--- src/jlla_defines.vh ---
// constants for the link layer alignment transmitter
`ifndef JLLA_DEFINES_VH
`define JLLA_DEFINES_VH
`define JLLA_LANES 2
`define JLLA_CFG_OCTETS 14
`define JLLA_K_R 8'h1c
`define JLLA_K_A 8'h7c
`define JLLA_K_Q 8'h9c
`define JLLA_K_K 8'hbc
`define JLLA_K_F 8'hfc
`define JLLA_D_F 8'hfc
`define JLLA_D_A 8'h7c
`define JLLA_ILAS_LAST 2'h3
`define JLLA_CFG_FIRST 11'h002
`define JLLA_CFG_END 11'h010
`define JLLA_MB_LAST 5'h1f
`define JLLA_SH_ONE 2'h2
`define JLLA_SH_ZERO 2'h1
`define JLLA_S8_TAP_A 14
`define JLLA_S8_TAP_B 13
`define JLLA_S64_TAP_A 57
`define JLLA_S64_TAP_B 38
`endif

--- src/jlla_tx.v ---
// link layer alignment transmitter for 8b/10b and 64b/66b lanes
`timescale 1ns/1ps
`default_nettype none
`include "jlla_defines.vh"
module jlla_tx (
  input wire clk_sys,
  input wire rst_b,
  input wire sync_n,
  input wire sysref,
  input wire mode_64b,
  input wire scr_en,
  input wire fec_mode,
  input wire [8:0] f_cfg,
  input wire [8:0] k_cfg,
  input wire [7:0] e_cfg,
  input wire [8*`JLLA_CFG_OCTETS-1:0] cfg_params,
  input wire [64*`JLLA_LANES-1:0] data_in,
  input wire [26*`JLLA_LANES-1:0] parity_in,
  output wire data_ready,
  output wire [66*`JLLA_LANES-1:0] tx_word,
  output wire [`JLLA_LANES-1:0] tx_k,
  output wire mb_start,
  output wire link_up
);
  localparam ST_CGS = 4'h1;
  localparam ST_HOLD = 4'h2;
  localparam ST_ILAS = 4'h4;
  localparam ST_DATA = 4'h8;

  // reset release through two flops
  reg rst_m_q, rst_s_q;
  always @(posedge clk_sys or negedge rst_b) begin
    if (!rst_b) begin
      rst_m_q <= 1'b0;
      rst_s_q <= 1'b0;
    end else begin
      rst_m_q <= 1'b1;
      rst_s_q <= rst_m_q;
    end
  end
  wire rst_n = rst_s_q;

  // pin synchronisers
  reg snc_m_q, snc_s_q, snc_p_q, srf_m_q, srf_s_q, srf_p_q;
  always @(posedge clk_sys or negedge rst_n) begin
    if (!rst_n) begin
      snc_m_q <= 1'b0;
      snc_s_q <= 1'b0;
      snc_p_q <= 1'b0;
      srf_m_q <= 1'b0;
      srf_s_q <= 1'b0;
      srf_p_q <= 1'b0;
    end else begin
      snc_m_q <= sync_n;
      snc_s_q <= snc_m_q;
      snc_p_q <= snc_s_q;
      srf_m_q <= sysref;
      srf_s_q <= srf_m_q;
      srf_p_q <= srf_s_q;
    end
  end
  wire srf_edge = srf_s_q & ~srf_p_q;
  wire snc_rise = snc_s_q & ~snc_p_q;

  // local multiframe and extended multiblock counters
  reg [7:0] oct_q;
  reg [10:0] idx_q;
  reg [4:0] blk_q;
  reg [7:0] mb_q;
  wire [17:0] fk_w = f_cfg * k_cfg;
  wire frm_end = ({1'b0, oct_q} == f_cfg - 9'h001);
  wire mf_end = (idx_q == fk_w[10:0] - 11'h001);
  wire blk_last = (blk_q == `JLLA_MB_LAST);
  wire emb_last = (mb_q == e_cfg - 8'h01);
  always @(posedge clk_sys or negedge rst_n) begin
    if (!rst_n) begin
      oct_q <= 8'h00;
      idx_q <= 11'h000;
      blk_q <= 5'h00;
      mb_q <= 8'h00;
    end else if (srf_edge) begin
      oct_q <= 8'h00;
      idx_q <= 11'h000;
      blk_q <= 5'h00;
      mb_q <= 8'h00;
    end else begin
      oct_q <= frm_end ? 8'h00 : oct_q + 8'h01;
      idx_q <= mf_end ? 11'h000 : idx_q + 11'h001;
      blk_q <= blk_q + 5'h01;
      if (blk_last)
        mb_q <= emb_last ? 8'h00 : mb_q + 8'h01;
    end
  end

  // 8b/10b link start-up sequence
  reg [3:0] st_q;
  reg [1:0] ilas_mf_q;
  always @(posedge clk_sys or negedge rst_n) begin
    if (!rst_n) begin
      st_q <= ST_CGS;
      ilas_mf_q <= 2'h0;
    end else if (!snc_s_q) begin
      st_q <= ST_CGS;
    end else begin
      case (st_q)
        ST_CGS: if (snc_rise) st_q <= ST_HOLD;
        ST_HOLD: if (mf_end) begin
          st_q <= ST_ILAS;
          ilas_mf_q <= 2'h0;
        end
        ST_ILAS: if (mf_end) begin
          if (ilas_mf_q == `JLLA_ILAS_LAST)
            st_q <= ST_DATA;
          ilas_mf_q <= ilas_mf_q + 2'h1;
        end
        ST_DATA: st_q <= ST_DATA;
        default: st_q <= ST_CGS;
      endcase
    end
  end

  // unscrambled alignment sequence content, shared by all lanes
  reg [7:0] ilas_oct;
  reg ilas_k;
  wire [3:0] cfg_j = idx_q[3:0] - 4'h2;
  always @* begin
    ilas_oct = idx_q[7:0];
    ilas_k = 1'b0;
    if (idx_q == 11'h000) begin
      ilas_oct = `JLLA_K_R;
      ilas_k = 1'b1;
    end else if (mf_end) begin
      ilas_oct = `JLLA_K_A;
      ilas_k = 1'b1;
    end else if (ilas_mf_q == 2'h1 && idx_q == 11'h001) begin
      ilas_oct = `JLLA_K_Q;
      ilas_k = 1'b1;
    end else if (ilas_mf_q == 2'h1 && idx_q >= `JLLA_CFG_FIRST && idx_q < `JLLA_CFG_END) begin
      ilas_oct = cfg_params[{cfg_j, 3'b000} +: 8];
    end
  end

  function [22:0] scr8;
    input [14:0] st;
    input [7:0] d;
    integer i;
    reg [14:0] s;
    reg b;
    begin
      s = st;
      scr8 = 23'h000000;
      for (i = 7; i >= 0; i = i - 1) begin
        b = d[i] ^ s[`JLLA_S8_TAP_A] ^ s[`JLLA_S8_TAP_B];
        scr8[i] = b;
        s = {s[13:0], b};
      end
      scr8[22:8] = s;
    end
  endfunction

  function [121:0] scr64;
    input [57:0] st;
    input [63:0] d;
    integer i;
    reg [57:0] s;
    reg b;
    begin
      s = st;
      scr64 = 122'h0;
      for (i = 63; i >= 0; i = i - 1) begin
        b = d[i] ^ s[`JLLA_S64_TAP_A] ^ s[`JLLA_S64_TAP_B];
        scr64[i] = b;
        s = {s[56:0], b};
      end
      scr64[121:64] = s;
    end
  endfunction

  // 32-bit header stream, bit 0 sent first
  function [31:0] sh_stream;
    input [25:0] p;
    input fec;
    input eoemb;
    begin
      if (fec)
        sh_stream = {1'b1, 4'h0, p[0], p[1], p[2], p[3], 1'b0, p[4], p[5], p[6], p[7],
                     p[8], p[9], p[10], p[11], p[12], p[13], p[14], p[15], p[16],
                     p[17], p[18], p[19], p[20], p[21], p[22], p[23], p[24], p[25]};
      else
        sh_stream = {1'b1, 4'h0, 3'h0, 1'b1, 1'b0, 1'b1, 1'b0, 1'b1, 3'h0, 1'b1,
                     p[0], p[1], p[2], 1'b1, p[3], p[4], p[5], 1'b1, p[6], p[7], p[8],
                     1'b1, p[9], p[10], p[11]};
      sh_stream[22] = eoemb;
    end
  endfunction

  genvar g;
  generate
    for (g = 0; g < `JLLA_LANES; g = g + 1) begin : lane
      wire [7:0] din = data_in[64*g +: 8];
      wire [63:0] bin = data_in[64*g +: 64];
      reg [14:0] s8_q;
      reg [57:0] s64_q;
      reg [7:0] prev_q;
      reg [25:0] par_q;
      reg [65:0] word_q;
      reg k_q;
      wire [22:0] s8_w = scr8(s8_q, din);
      wire [121:0] s64_w = scr64(s64_q, bin);
      wire [31:0] shs = sh_stream(par_q, fec_mode, emb_last);
      wire hb = shs[blk_q];
      wire [7:0] dsc = scr_en ? s8_w[7:0] : din;
      reg [7:0] oct_d;
      reg k_d;
      always @* begin
        oct_d = dsc;
        k_d = 1'b0;
        if (frm_end && scr_en) begin
          if (mf_end && dsc == `JLLA_D_A) begin
            oct_d = `JLLA_K_A;
            k_d = 1'b1;
          end else if (dsc == `JLLA_D_F) begin
            oct_d = `JLLA_K_F;
            k_d = 1'b1;
          end
        end else if (frm_end && din == prev_q) begin
          oct_d = mf_end ? `JLLA_K_A : `JLLA_K_F;
          k_d = 1'b1;
        end
      end
      always @(posedge clk_sys or negedge rst_n) begin
        if (!rst_n) begin
          s8_q <= 15'h7fff;
          s64_q <= 58'h3ffffffffffffff;
          prev_q <= 8'h00;
          par_q <= 26'h0000000;
          word_q <= 66'h0;
          k_q <= 1'b0;
        end else if (mode_64b) begin
          s64_q <= s64_w[121:64];
          if (blk_last)
            par_q <= parity_in[26*g +: 26];
          word_q <= {s64_w[63:0], hb ? `JLLA_SH_ONE : `JLLA_SH_ZERO};
          k_q <= 1'b0;
        end else begin
          k_q <= 1'b1;
          word_q <= {58'h0, `JLLA_K_K};
          case (st_q)
            ST_ILAS: begin
              word_q <= {58'h0, ilas_oct};
              k_q <= ilas_k;
            end
            ST_DATA: begin
              if (scr_en)
                s8_q <= s8_w[22:8];
              if (frm_end)
                prev_q <= din;
              word_q <= {58'h0, oct_d};
              k_q <= k_d;
            end
            default: k_q <= 1'b1;
          endcase
        end
      end
      assign tx_word[66*g +: 66] = word_q;
      assign tx_k[g] = k_q;
    end
  endgenerate

  assign data_ready = mode_64b | (st_q == ST_DATA);
  assign mb_start = mode_64b & (blk_q == 5'h00);
  assign link_up = (st_q == ST_DATA);
endmodule
`default_nettype wire

--- config.mk ---
export PLATFORM = sky130hd
export DESIGN_NAME = jlla_tx
export DESIGN_NICKNAME = d
export VERILOG_FILES = /design/src/jlla_tx.v
export VERILOG_INCLUDE_DIRS = /design/src
export SDC_FILE = /design/constraint.sdc
export NUM_CORES = 1
export LEC_CHECK = 0
export ABC_AREA = 0
export BUFFER_PORTS_ARGS = -buffer_cell sky130_fd_sc_hd__buf_2
export CORE_MARGIN = 1.5
export CORE_UTILIZATION = 51
export DETAILED_ROUTE_END_ITERATION = 8
export GPL_ROUTABILITY_DRIVEN = 0
export GPL_TIMING_DRIVEN = 0
export PLACE_DENSITY_LB_ADDON = 0.05
export RECOVER_POWER = 100
export SYNTH_ARGS = -nofsm -noshare
export SYNTH_HDL_FRONTEND = slang
export SYNTH_SLANG_ARGS = --single-unit
--- constraint.sdc ---
create_clock -name clk_sys -period 28.3 [get_ports clk_sys]
set_input_delay 1.415 -clock clk_sys [delete_from_list [all_inputs] [get_ports clk_sys]]
set_output_delay 1.415 -clock clk_sys [all_outputs]
set_load 0.01 [all_outputs]
Word level (Yosys, flattened, before mapping). Cells that the tools add are included. W data, S select, Z words.

Output and inout port bits: 137. Logic and storage cells: 434. Register bits: 394.

Reductions and logical operators: 17. Equality and inequality tests: 23. Shift operators: 1. Multiply operators: 1. Add/sub/neg operators: 9. Magnitude comparators: 3. Multiplexer cells: 59. Bitwise gates (word level): 295.

Operators by type and width (number): $xor A1 B1 Y1 (288); $mux W8 (20); $mux W66 (2); $shiftx A112 B8 Y8 (1); $mux W27 (2); $pmux W8 S2 (2); $eq A8 B8 Y1 (3); $mux W11 (2); $mux W4 (5); $add A8 B1 Y8 const B (2); $eq A8 B7 Y1 const B (2); $eq A8 B8 Y1 const B (2); $pmux W4 S4 (1); $mux W1 (15); $ne A3 B3 Y1 const B (4); $add A11 B1 Y11 const B (1); $eq A11 B1 Y1 const B (1); $eq A11 B11 Y1 (1); $ge A11 B2 Y1 const B (1); $logic_not A11 Y1 (1); $lt A11 B5 Y1 const B (1); $mul A9 B9 Y11 (1); $sub A11 B1 Y11 const B (1); $bmux W1 S5 (2); other kinds (28) (47).

Logic depth before layout (Yosys ltp). Gate-level depths: netlist of the first run.

Word-level depth: 9. Gate-level depth with buffers: 21. Depth with buffers taken out: 19.

Least setup slack after synthesis of the first run. Ideal clock, no wire load.

Path type: input-to-reg. From: input port k_cfg[1]. To: register lane[1].word_q[0]. Path buffers: 1. Stages: 18. Required time: 28.169 ns. Data arrival time: 6.325 ns. Path slack: 21.844 ns. Setup time: 0.131 ns. Cell sequence: clkbuf_1 -> nand2_1 -> fa_1 -> fa_1 -> inv_1 -> fa_1 -> inv_1 -> fa_1 -> fa_1 -> inv_1 -> ha_1 -> xor2_1 -> a211o_1 -> a211oi_1 -> or4b_4 -> o21bai_2 -> nor3b_1 -> or3_1.

Cells in the longest elaborated chain, start to end: 8.

Ends and longest elaborated chain: start: declaration (RTL line jlla_tx.v:14) `input wire [8:0] k_cfg,`; $mul A9 B9 Y11 (*) (RTL line jlla_tx.v:70) `wire [17:0] fk_w = f_cfg * k_cfg;`; $sub A11 B1 Y11 (*) (RTL line jlla_tx.v:72) `wire mf_end = (idx_q == fk_w[10:0] - 11'h001);`; $eq A11 B11 Y1 (*) (RTL line jlla_tx.v:72); $logic_and A1 B1 Y1 (no source line); $mux W8 (RTL line jlla_tx.v:219) `` if (mf_end && dsc == `JLLA_D_A) begin ``; $mux W8 (RTL line jlla_tx.v:218) `if (frm_end && scr_en) begin`; $pmux W8 S2 (*) (RTL line jlla_tx.v:248) `case (st_q)`; $mux W66 (*) (RTL line jlla_tx.v:239) `end else if (mode_64b) begin`; end signal: assignment (RTL line jlla_tx.v:243) `` word_q <= {s64_w[63:0], hb ? `JLLA_SH_ONE : `JLLA_SH_ZERO}; ``; end signal: assignment (RTL line jlla_tx.v:247) `` word_q <= {58'h0, `JLLA_K_K}; ``; end signal: assignment (RTL line jlla_tx.v:250) `word_q <= {58'h0, ilas_oct};`; end: declaration (RTL line jlla_tx.v:206) `reg [65:0] word_q;`.

Mark *: on every way between the ends. The rest lies on a longest branch, timed or not. A chain may end at the register's enable or synchronous reset.

==> summary.txt, run 1 <==
======================================================================================
Antenna violations before repair                                                     7
Actual slew at the worst max-slew pin                                          3.73 ns
Proportion of synthesized flip-flops having asynchronous set or reset             1.00
Pins Over Slew Limit                                                               368
First-pass GRT wire length                                                    96600 um
Width of the die                                                                209 um
Endpoints failing setup                                                              0
Total wire length                                                             62500 um
Ys flop type                                                              sky130_fd_sc_hd__dfrtp_1
Port-buffer cells                                                                  441
Number of synthesized flops with an enable pin                                       0
Via count of the first global-routing pass                                       16900
Largest driver fanout on the critical path                                          64
Total clock buffers created by CTS                                                  43
Overall global routing resource usage                                            0.287
Critical path data required time                                              28.50 ns
WP data arrival                                                                7.87 ns
Placement-stage cell area                                                    24800 um2
Number of antenna-violating nets in the routed design                                0
Most common library cells after synthesis                                 247 x sky130_fd_sc_hd__dfrtp_1, 171 x sky130_fd_sc_hd__nor2_1, 158 x sky130_fd_sc_hd__xnor2_1
RSZ-0062 raised after global routing                                             false
Top-Level Pins                                                                     462
Final cell area excluding filler cells                                       25900 um2
Number of distinct standard cells referenced by the synthesized netlist             78
Summed instance area of the synthesized netlist                              21700 um2
Setup ws final                                                                20.62 ns
Initial DRT Pass Iterations                                                          5
Share of final-layout standard cells stronger than drive strength 1              0.266
Cell accounting for the most synthesized area                             sky130_fd_sc_hd__dfrtp_1
Sum of negative setup slack                                                       0 ns
Synth Register Bits                                                                394
Mapped Nets                                                                       2399
Clock network latency to the later pin of the worst-skew pair                  0.58 ns
Vias                                                                             16800
Post-layout min period                                                         7.68 ns
Hold bufs inserted after CTS                                                         0
CTS-repair resized insts                                                             0
Final hold vios                                                                      0
Routed len/inst                                                                20.3 um
Cell with the most instances after synthesis                              sky130_fd_sc_hd__dfrtp_1
Layout overhead on the synthesized area                                          19.1%
Path type of the worst setup path                                         register to asynchronous set/reset pin
Worst clock skew                                                             0.0301 ns
Clock H-tree levels                                                                  2
Type of the worst min-delay path                                          register to register
CTS sink cnt                                                                       394
Violated checks                                                           max-capacitance violations, max-slew violations
Final HPWL from detailed placement                                            48700 um
Type of origin of the critical path                                           register
Highest clock rate                                                           0.130 GHz
CTS tree                                                                           yes
Std cell rows                                                                       75
Worst hold slack after final layout                                           0.352 ns
Setup slack at placement                                                      21.16 ns
Post-route DRC violation count                                                       0
Number of DRC violations after detailed-routing iteration 0                       1203
Clock root buffer master                                                  sky130_fd_sc_hd__clkbuf_16
Leakage power summed over all cells                                            12.1 nW
Run status                                                                finished, violations left
Normalized max-slew margin                                                       -1.49
CTS clock-pin slew for the worst setup and hold paths                          0.06 ns
Floorplan Core Area                                                          41900 um2
Number of buffers between clock root and the deepest sink                            3
Synth Area per Inst                                                           10.9 um2
Peak ir drop on the vdd network                                              0.0468 mV
Area of the die                                                              43800 um2
Power per cell area                                                        96.6 nW/um2
Y dimension of the die                                                          209 um
Cells taking the most area after synthesis                                sky130_fd_sc_hd__dfrtp_1 28%, sky130_fd_sc_hd__dfstp_2 18%, sky130_fd_sc_hd__xnor2_1 6.4%, sky130_fd_sc_hd__xor2_1 6.1%, sky130_fd_sc_hd__mux2_2 5.3%
Number of instances in the synthesized netlist                                    2001
Starting Density                                                                 0.518
Share of the clock period used by the worst path after layout                    0.271
Pin count of the biggest net entering global routing                                74
Maxcap violations                                                                    7
Critical Path End Type                                                    asynchronous set/reset pin
Share of the synthesized area in the top cell type                               0.285
Total of warnings raised by yosys                                                    0
Gr ovfl total                                                                        0
Drt via density                                                                   5.47
Net count of the finished layout                                                  2892
Seq/Total Area, Yosys                                                            0.463
Postcts setup bufs                                                                   0
======================================================================================
==> layer usage <==
metal | wire length, um | track usage
met5 | 29 | 0
met2 | 30100 | 0.481
met1 | 27200 | 0.385
met3 | 3680 | 0.0495
met4 | 1440 | 0.0820
==> cell families after synthesis <==
| group | count (synthesis) | synth area share |
|---|---|---|
| AOI/OAI and AO/OA | 298 | 0.0960 |
| xor gates and xnor gates | 310 | 0.126 |
| adders and majority gates | 73 | 0.0542 |
| buffers and inverters | 178 | 0.0328 |
| DFF | 394 | 0.463 |
| muxes | 150 | 0.0935 |
| other | 1 | 0.000173 |
| and+or+nand+nor | 597 | 0.135 |
==> per-stage QoR <==
| step | std cells | power [mW] | utilization |
|---|---|---|---|
| after floorplan | 2001 | 1.63 | - |
| after global placement | 2981 | 1.93 | 0.586 |
| after detailed placement | 2988 | 1.95 | 0.591 |
| after CTS | 3068 | 2.54 | 0.625 |
| after global routing | 3073 | 2.66 | 0.617 |
| final | 3073 | 2.50 | 0.617 |
==> cell usage in the layout, fill, tap and decap left out, types with 33 or more instances in the layout <==
cell type / count
sky130_fd_sc_hd__dfstp_2: 146
sky130_fd_sc_hd__and2_1: 86
sky130_fd_sc_hd__a21o_1: 106
sky130_fd_sc_hd__clkbuf_16: 46
sky130_fd_sc_hd__nor2_1: 171
sky130_fd_sc_hd__nand3_1: 33
sky130_fd_sc_hd__fa_1: 35
sky130_fd_sc_hd__xnor2_1: 158
sky130_fd_sc_hd__buf_2: 311
sky130_fd_sc_hd__o21ai_0: 64
sky130_fd_sc_hd__xor2_1: 151
sky130_fd_sc_hd__ha_1: 38
sky130_fd_sc_hd__nand2_1: 131
sky130_fd_sc_hd__nor3_1: 76
sky130_fd_sc_hd__mux2_2: 103
sky130_fd_sc_hd__clkbuf_1: 253
sky130_fd_sc_hd__dfrtp_1: 247
sky130_fd_sc_hd__inv_1: 71
==> critical path: stages, from the launching register on <==
cell and delay, ns:
sky130_fd_sc_hd__dfrtp_1 1.30, sky130_fd_sc_hd__clkbuf_1 1.67, sky130_fd_sc_hd__clkbuf_1 2.42, sky130_fd_sc_hd__clkbuf_1 1.79
==> final timing paths <==
kind / start / endpoint / slack [ns] / depth (start not counted)
worst max-delay path: rst_n / lane[1].word_q[30] / 20.62 / 3
worst min-delay path: srf_m_q / srf_s_q / 0.35 / 0
worst max register to register: rst_n / lane[1].word_q[30] / 20.62 / 3
min in group asynchronous: rst_n / lane[0].par_q[9] / 0.60 / 0
worst min register to register: srf_m_q / srf_s_q / 0.35 / 0
max in group clk_sys: f_cfg[2] / lane[1].word_q[3] / 21.30 / 19
==> flip-flops by register name, summed over array words and instances (netlist names), 2 cells and up <==
signal	cells
lane.par_q	52
lane.k_q	2
ilas_mf_q	2
idx_q	11
lane.s64_q	116
st_q	4
blk_q	5
lane.word_q	132
lane.s8_q	30
mb_q	8
oct_q	8
lane.prev_q	16
==> power by group <==
part	total, mW	switching, mW	leakage (nW)	internal (mW)
combinational	0.994	0.563	6.66	0.432
clock	0.572	0.229	0.709	0.342
sequential	0.933	0.133	4.77	0.800
total	2.50	0.924	12.1	1.57
==> final cells by class <==
cell class              instances  area (um2)
flip-flops and latches        394       10000
diodes                          5        12.5
clock buffers                  68        1290
well taps                     539         674
clock inverters                12         153
repair buffers                448        2050
inverters                      71         267
fillers                      3576       16100
plain buffers                 107         437
multi-input cells            1429       10900
Power figures use the tool's default switching activity.
==> run 2, diff against run 1 <==
--- a/config.mk
+++ b/config.mk
@@ -6,7 +6,7 @@
 export SDC_FILE = /design/constraint.sdc
 export NUM_CORES = 1
 export LEC_CHECK = 0
-export ABC_AREA = 0
+export ABC_AREA = 1
 export BUFFER_PORTS_ARGS = -buffer_cell sky130_fd_sc_hd__buf_2
 export CORE_MARGIN = 1.5
 export CORE_UTILIZATION = 51
==> constraint.sdc (replaced) <==
create_clock -name clk_sys -period 6.17 [get_ports clk_sys]
set_input_delay 0.3085 -clock clk_sys [delete_from_list [all_inputs] [get_ports clk_sys]]
set_output_delay 0.3085 -clock clk_sys [all_outputs]
set_load 0.01 [all_outputs]
==> summary.txt, run 2 <==
======================================================================================
Run status                                                                finished, violations left
Violated checks                                                           max-capacitance violations, max-slew violations
Area of the multi-input gates                                                10700 um2
Reg2Reg Setup Slack                                                            1.47 ns
Normalized max-slew margin                                                       -1.54
Number of synthesized flops with an enable pin                                       0
Pins Over Slew Limit                                                               270
Final hold vios                                                                      0
Highest clock rate                                                           0.188 GHz
Layout overhead on the synthesized area                                          21.2%
Share of the synthesized area in the top cell type                               0.277
Summed instance area of the synthesized netlist                              22300 um2
Registers with the highest flip-flop counts                               lane.word_q: 132 flops, lane.s64_q: 116 flops, lane.par_q: 52 flops
Number of flip-flops in the largest register                                       132
Ys flop type                                                              sky130_fd_sc_hd__dfrtp_1
Starting Density                                                                 0.518
Type of the worst min-delay path                                          input port to asynchronous set/reset pin
Overall Power                                                                  12.1 mW
Post-route DRC violation count                                                       0
Proportion of synthesized flip-flops having asynchronous set or reset             1.00
Drt via density                                                                   5.28
Area of the die                                                              45100 um2
Placement-stage cell area                                                    25500 um2
Actual slew at the worst max-slew pin                                          3.81 ns
Y dimension of the die                                                          212 um
Post-layout min period                                                         5.31 ns
Largest driver fanout on the critical path                                           9
Worst clock skew                                                             0.0274 ns
Endpoints failing setup                                                              0
Number of instances in the synthesized netlist                                    2623
Number of DRC violations after detailed-routing iteration 0                       1455
CTS sink cnt                                                                       394
Antenna violations before repair                                                    14
Most common cell after layout, fill and taps aside                        sky130_fd_sc_hd__nand2_1
Total of warnings raised by yosys                                                    0
Net count of the finished layout                                                  3576
Critical path data required time                                               6.64 ns
Delay-heaviest family, CP                                                  adder cells
Routed len/inst                                                                18.5 um
Cell at the slowest stage of the critical path                            sky130_fd_sc_hd__fa_1
Power per cell area                                                         445 nW/um2
Mapped Nets                                                                       3021
Clock H-tree levels                                                                  2
Number of buffers between clock root and the deepest sink                            3
Type of origin of the critical path                                         input port
WP data arrival                                                                5.78 ns
Critical Path End Type                                                        register
Vias                                                                             20100
Seq/Total Area, Yosys                                                            0.449
Crit-path max cell delay                                                       0.52 ns
Cells taking the most area after synthesis                                sky130_fd_sc_hd__dfrtp_1 28%, sky130_fd_sc_hd__dfstp_2 17%, sky130_fd_sc_hd__nand2_1 9.1%, sky130_fd_sc_hd__xor2_1 6.2%, sky130_fd_sc_hd__o21ai_0 5.7%
Area used by sequential logic in the layout                                  10000 um2
Worst flop-to-flop path startpoint                                               rst_n
Width of the die                                                                212 um
Number of distinct standard cells referenced by the synthesized netlist             66
Total wire length                                                             70300 um
Clock root buffer master                                                  sky130_fd_sc_hd__clkbuf_16
Cell with the most instances after synthesis                              sky130_fd_sc_hd__nand2_1
CTS clock-pin slew for the worst setup and hold paths                          0.06 ns
Std cell rows                                                                       76
Total clock buffers created by CTS                                                  43
Clock network latency to the later pin of the worst-skew pair                  0.59 ns
Path type of the worst setup path                                         input port to register
Number of antenna-violating nets in the routed design                                0
Highest-count cells in the layout ignoring fill and taps                  545 x sky130_fd_sc_hd__nand2_1, 314 x sky130_fd_sc_hd__buf_2, 313 x sky130_fd_sc_hd__nor2_1
Number of filler instances in the final layout                                    3969
Register containing the most flip-flops in the final layout                lane.word_q
Via count of the first global-routing pass                                       20200
Final HPWL from detailed placement                                            52500 um
Synth Area per Inst                                                           8.52 um2
Port-buffer cells                                                                  449
Leakage power summed over all cells                                            13.2 nW
CP bufs+invs                                                                         4
Floorplan Core Area                                                          43200 um2
Maxcap violations                                                                    4
Setup slack at placement                                                      0.354 ns
Postcts setup bufs                                                                   0
Critical Path Most Common Cell                                            sky130_fd_sc_hd__nand2_1
Pin count of the biggest net entering global routing                                74
Share of final-layout standard cells stronger than drive strength 1              0.189
CTS tree                                                                           yes
RSZ-0062 raised after global routing                                             false
Final cell area excluding filler cells                                       27100 um2
Logic depth of the worst register-to-register path                                   2
Gr ovfl total                                                                        0
Setup ws final                                                                0.859 ns
Peak ir drop on the vdd network                                               0.304 mV
Share of the clock period used by the worst path after layout                    0.861
Synth Register Bits                                                                394
Utilization of the core after routing                                            0.627
Initial DRT Pass Iterations                                                          5
Worst reg2reg endpoint                                                    lane[1].word_q[29]
First-pass GRT wire length                                                   108000 um
Cell accounting for the most synthesized area                             sky130_fd_sc_hd__dfrtp_1
Top-Level Pins                                                                     462
Sum of negative setup slack                                                       0 ns
Overall global routing resource usage                                            0.313
Most common library cells after synthesis                                 542 x sky130_fd_sc_hd__nand2_1, 309 x sky130_fd_sc_hd__nor2_1, 273 x sky130_fd_sc_hd__inv_1
======================================================================================
[run 2: where the power goes]
part,total [mW],internal (mW),switching (mW)
Combinational,5.22,1.90,3.32
Clock,2.55,1.46,1.09
Sequential,4.29,3.70,0.596
Total,12.1,7.06,5.00
[run 2: cells by family (layout without fill, tap and decap cells)]
family | Yosys count | count (layout) | synth area share
compound gates | 425 | 425 | 0.108
flops | 394 | 394 | 0.449
other cells | 1 | 9 | 0.000168
fa+ha+maj | 73 | 73 | 0.0526
buf+inv | 388 | 977 | 0.0683
simple gates | 1008 | 1008 | 0.185
xor+xnor | 283 | 283 | 0.111
mux | 51 | 51 | 0.0260
[run 2: metal layers]
layer  global-route usage  up-vias  part of all wire
li1                     -     9506                 -
met1                0.397     9592              0.41
met2                0.520      803              0.47
met3               0.0706      173             0.075
met4                0.121       12             0.037
met5                    0        -            0.0010
[run 2: worst max-delay path by stage]
stage              from                 to  cells past startpoint
2_1_floorplan  k_cfg[1]  lane[1].word_q[7]                     25
3_3_place_gp   k_cfg[1]  lane[1].word_q[7]                     25
3_5_place_dp   k_cfg[1]  lane[1].word_q[7]                     25
4_1_cts        k_cfg[1]  lane[1].word_q[7]                     25
5_1_grt        k_cfg[1]  lane[1].word_q[7]                     25
6_report       k_cfg[1]  lane[1].word_q[7]                     25
[run 2: worst reg2reg max path: cells and delay by family, from the launching register on]
family / cells / cell delay [ns]
buffers and inverters: 2 / 3.75
DFF: 1 / 0.67
[run 2: timing repair]
action                    CTS  global route
gates resized for setup     0             0
hold endpoints to repair   56             0
hold buffers               55             0
[run 2: area by class of cell]
type / instances / share of cell area
multi-input cells: 1841 / 0.395
flip-flops and latches: 394 / 0.371
repair buffers: 510 / 0.0987
clock buffers: 67 / 0.0468
inverters: 286 / 0.0398
well taps: 585 / 0.0270
plain buffers: 102 / 0.0161
clock inverters: 12 / 0.00476
diodes: 8 / 0.000739
[run 2: stage by stage]
stage               instances  hold slack, ns
finish                   3805          0.0676
global route             3803          0.0767
CTS                      3797          0.0232
global placement         3657          0.0931
floorplan                2623          0.0129
detailed placement       3663          0.0955
==> run 3, diff against run 2 <==
--- a/config.mk
+++ b/config.mk
@@ -8,11 +8,10 @@
 export LEC_CHECK = 0
 export ABC_AREA = 1
 export BUFFER_PORTS_ARGS = -buffer_cell sky130_fd_sc_hd__buf_2
-export CORE_MARGIN = 1.5
+export CORE_MARGIN = 5
 export CORE_UTILIZATION = 51
 export DETAILED_ROUTE_END_ITERATION = 8
 export GPL_ROUTABILITY_DRIVEN = 0
-export GPL_TIMING_DRIVEN = 0
 export PLACE_DENSITY_LB_ADDON = 0.05
 export RECOVER_POWER = 100
 export SYNTH_ARGS = -nofsm -noshare
==> summary.txt, run 3 (same netlist as run 2, synthesis figures left out) <==
==================================================================================
Run status                                                            finished, violations left
Violated checks                                                       max-capacitance violations, max-slew violations
Highest clock rate                                                       0.194 GHz
Final HPWL from detailed placement                                        47800 um
Std cell rows                                                                   76
Net count of the finished layout                                              3488
Gr ovfl total                                                                    0
RSZ-0062 raised after global routing                                         false
Share of final-layout standard cells stronger than drive strength 1          0.189
Drt via density                                                               5.15
Vias                                                                         19200
Overall global routing resource usage                                        0.261
Endpoints failing setup                                                          0
Most common cell after layout, fill and taps aside                    sky130_fd_sc_hd__nand2_1
Path type of the worst setup path                                     input port to register
Registers with the highest flip-flop counts                           lane.word_q: 132 flops, lane.s64_q: 116 flops, lane.par_q: 52 flops
Share of the clock period used by the worst path after layout                0.835
Overall Power                                                              12.1 mW
Critical Path End Type                                                    register
Normalized max-slew margin                                                   -1.31
Maxcap violations                                                                7
Final hold vios                                                                  0
Internal portion of total power                                            7.16 mW
Sum of negative setup slack                                                   0 ns
First-pass GRT wire length                                               101000 um
Logic depth of the worst register-to-register path                               9
Clock H-tree levels                                                              2
Finished Layout Cells                                                         3721
CTS tree                                                                       yes
Antenna violations before repair                                                21
Switching Share                                                              0.409
Post-placement cell count                                                     3575
Post-layout min period                                                     5.15 ns
Worst clock skew                                                         0.0186 ns
Post-route DRC violation count                                                   0
Layout overhead on the synthesized area                                      19.9%
Number of buffers between clock root and the deepest sink                        3
Pin count of the biggest net entering global routing                           179
Clock root buffer master                                              sky130_fd_sc_hd__clkbuf_16
Peak ir drop on the vdd network                                           0.267 mV
Power per cell area                                                     452 nW/um2
Number of flip-flops in the largest register                                   132
Number of filler instances in the final layout                                3894
Floorplan Core Area                                                      43200 um2
Type of origin of the critical path                                     input port
Type of the worst min-delay path                                      input port to asynchronous set/reset pin
Clock network latency to the later pin of the worst-skew pair              0.57 ns
Pins Over Slew Limit                                                           633
Clock share of power                                                         0.220
CTS clock-pin slew for the worst setup and hold paths                      0.06 ns
CTS-repair resized insts                                                         0
Top-Level Pins                                                                 462
Total wire length                                                         64200 um
Number of antenna-violating nets in the routed design                            0
Port-buffer cells                                                              461
Actual slew at the worst max-slew pin                                      3.47 ns
Width of the die                                                            219 um
Highest-count cells in the layout ignoring fill and taps              545 x sky130_fd_sc_hd__nand2_1, 320 x sky130_fd_sc_hd__buf_2, 312 x sky130_fd_sc_hd__nor2_1
Number of DRC violations after detailed-routing iteration 0                   1416
Seq pwr share                                                                0.357
Via count of the first global-routing pass                                   19000
Combinational group share of total power                                     0.423
Total clock buffers created by CTS                                              43
Area of the die                                                          48100 um2
Largest driver fanout on the critical path                                       9
Starting Density                                                             0.518
Initial DRT Pass Iterations                                                      5
Critical path data required time                                           6.65 ns
Reported net switching power                                               4.95 mW
WP data arrival                                                            5.63 ns
Register containing the most flip-flops in the final layout            lane.word_q
Routed len/inst                                                            17.3 um
Leakage power summed over all cells                                        13.0 nW
Y dimension of the die                                                      219 um
CTS sink cnt                                                                   394
Reg2Reg Setup Slack                                                        1.12 ns
==================================================================================
-- run 3: cell count changes in the layout (fill, tap and decap cells not counted), moves of 2 or more --
| cell | change |
|---|---|
| sky130_fd_sc_hd__clkbuf_1 | -89 |
| sky130_fd_sc_hd__dfstp_1 | +22 |
| sky130_fd_sc_hd__dfstp_2 | -22 |
| sky130_fd_sc_hd__buf_2 | +6 |
| sky130_fd_sc_hd__buf_4 | -6 |
| sky130_fd_sc_hd__diode_2 | +6 |
| sky130_fd_sc_hd__bufinv_16 | +3 |
| sky130_fd_sc_hd__buf_6 | -2 |
| sky130_fd_sc_hd__clkbuf_4 | +2 |
| sky130_fd_sc_hd__clkbuf_8 | +2 |
| sky130_fd_sc_hd__mux2_2 | +2 |
-- run 3: worst paths after layout --
kind | start | endpoint
worst min register to register | snc_m_q | snc_s_q
worst min-delay path | rst_b | rst_m_q
min in group clk_sys | data_in[64] | lane[1].s8_q[0]
max in group asynchronous | rst_n | lane[0].prev_q[5]
worst max register to register | st_q[1] | lane[1].s8_q[11]
worst max-delay path | f_cfg[5] | lane[0].word_q[4]
-- run 3: worst max-delay path, stage by stage --
cell	delay, ns
sky130_fd_sc_hd__clkbuf_1	0.36
sky130_fd_sc_hd__nand2_1	0.15
sky130_fd_sc_hd__fa_1	0.51
sky130_fd_sc_hd__fa_1	0.51
sky130_fd_sc_hd__inv_1	0.05
sky130_fd_sc_hd__fa_1	0.52
sky130_fd_sc_hd__inv_1	0.05
sky130_fd_sc_hd__fa_1	0.44
sky130_fd_sc_hd__fa_1	0.49
sky130_fd_sc_hd__inv_1	0.04
sky130_fd_sc_hd__ha_1	0.35
sky130_fd_sc_hd__a21oi_1	0.13
sky130_fd_sc_hd__o211ai_1	0.34
sky130_fd_sc_hd__xor2_1	0.26
sky130_fd_sc_hd__inv_1	0.07
sky130_fd_sc_hd__nor2_1	0.13
sky130_fd_sc_hd__nand2_1	0.24
sky130_fd_sc_hd__nand3_1	0.15
sky130_fd_sc_hd__nand2_1	0.13
sky130_fd_sc_hd__o21ai_0	0.15
sky130_fd_sc_hd__nand2_1	0.13
sky130_fd_sc_hd__nand3_1	0.11
-- run 3: routing by layer --
layer | vias to the layer above | track usage | part of all wire
li1 | 9335 | - | -
met1 | 9127 | 0.349 | 0.42
met2 | 589 | 0.425 | 0.48
met3 | 109 | 0.0596 | 0.068
met4 | 14 | 0.0837 | 0.026
met5 | - | 0 | 0.0016
-- run 3: metrics by stage --
stage	hold WS (ns)	setup slack, ns	util	area [um2]
finish	0.0736	1.02	0.621	26800
global route	0.0748	0.578	0.620	26800
CTS	0.0394	1.42	0.626	27000
detailed placement	0.101	0.809	0.580	25000
global placement	0.0939	0.913	0.580	25000
floorplan	0.0129	1.20	-	22300
-- run 3: cell type report --
class,instances,area (um2),share of cell area
diodes,14,35.0,0.00131
clock buffers,65,1280,0.0477
clock inverters,12,179,0.00668
inverters,286,1080,0.0404
multi-input cells,1841,10700,0.400
flip-flops and latches,394,10000,0.375
well taps,585,732,0.0273
repair buffers,524,2730,0.102
-- run 3: power groups by stage --
stage,Clock [mW],Combinational (mW),Sequential [mW]
after floorplan,0,3.49,4.38
after global placement,0,5.07,4.36
after detailed placement,0,5.20,4.37
after CTS,2.72,5.26,4.35
after global routing,2.83,5.82,4.43
final,2.66,5.12,4.33
-- run 3: what timing repair did --
item / 4_1_cts / 5_1_grt
hold buffers: 55 / 0
buffers inserted: 0 / 0
endpoints found under the hold margin: 56 / 0
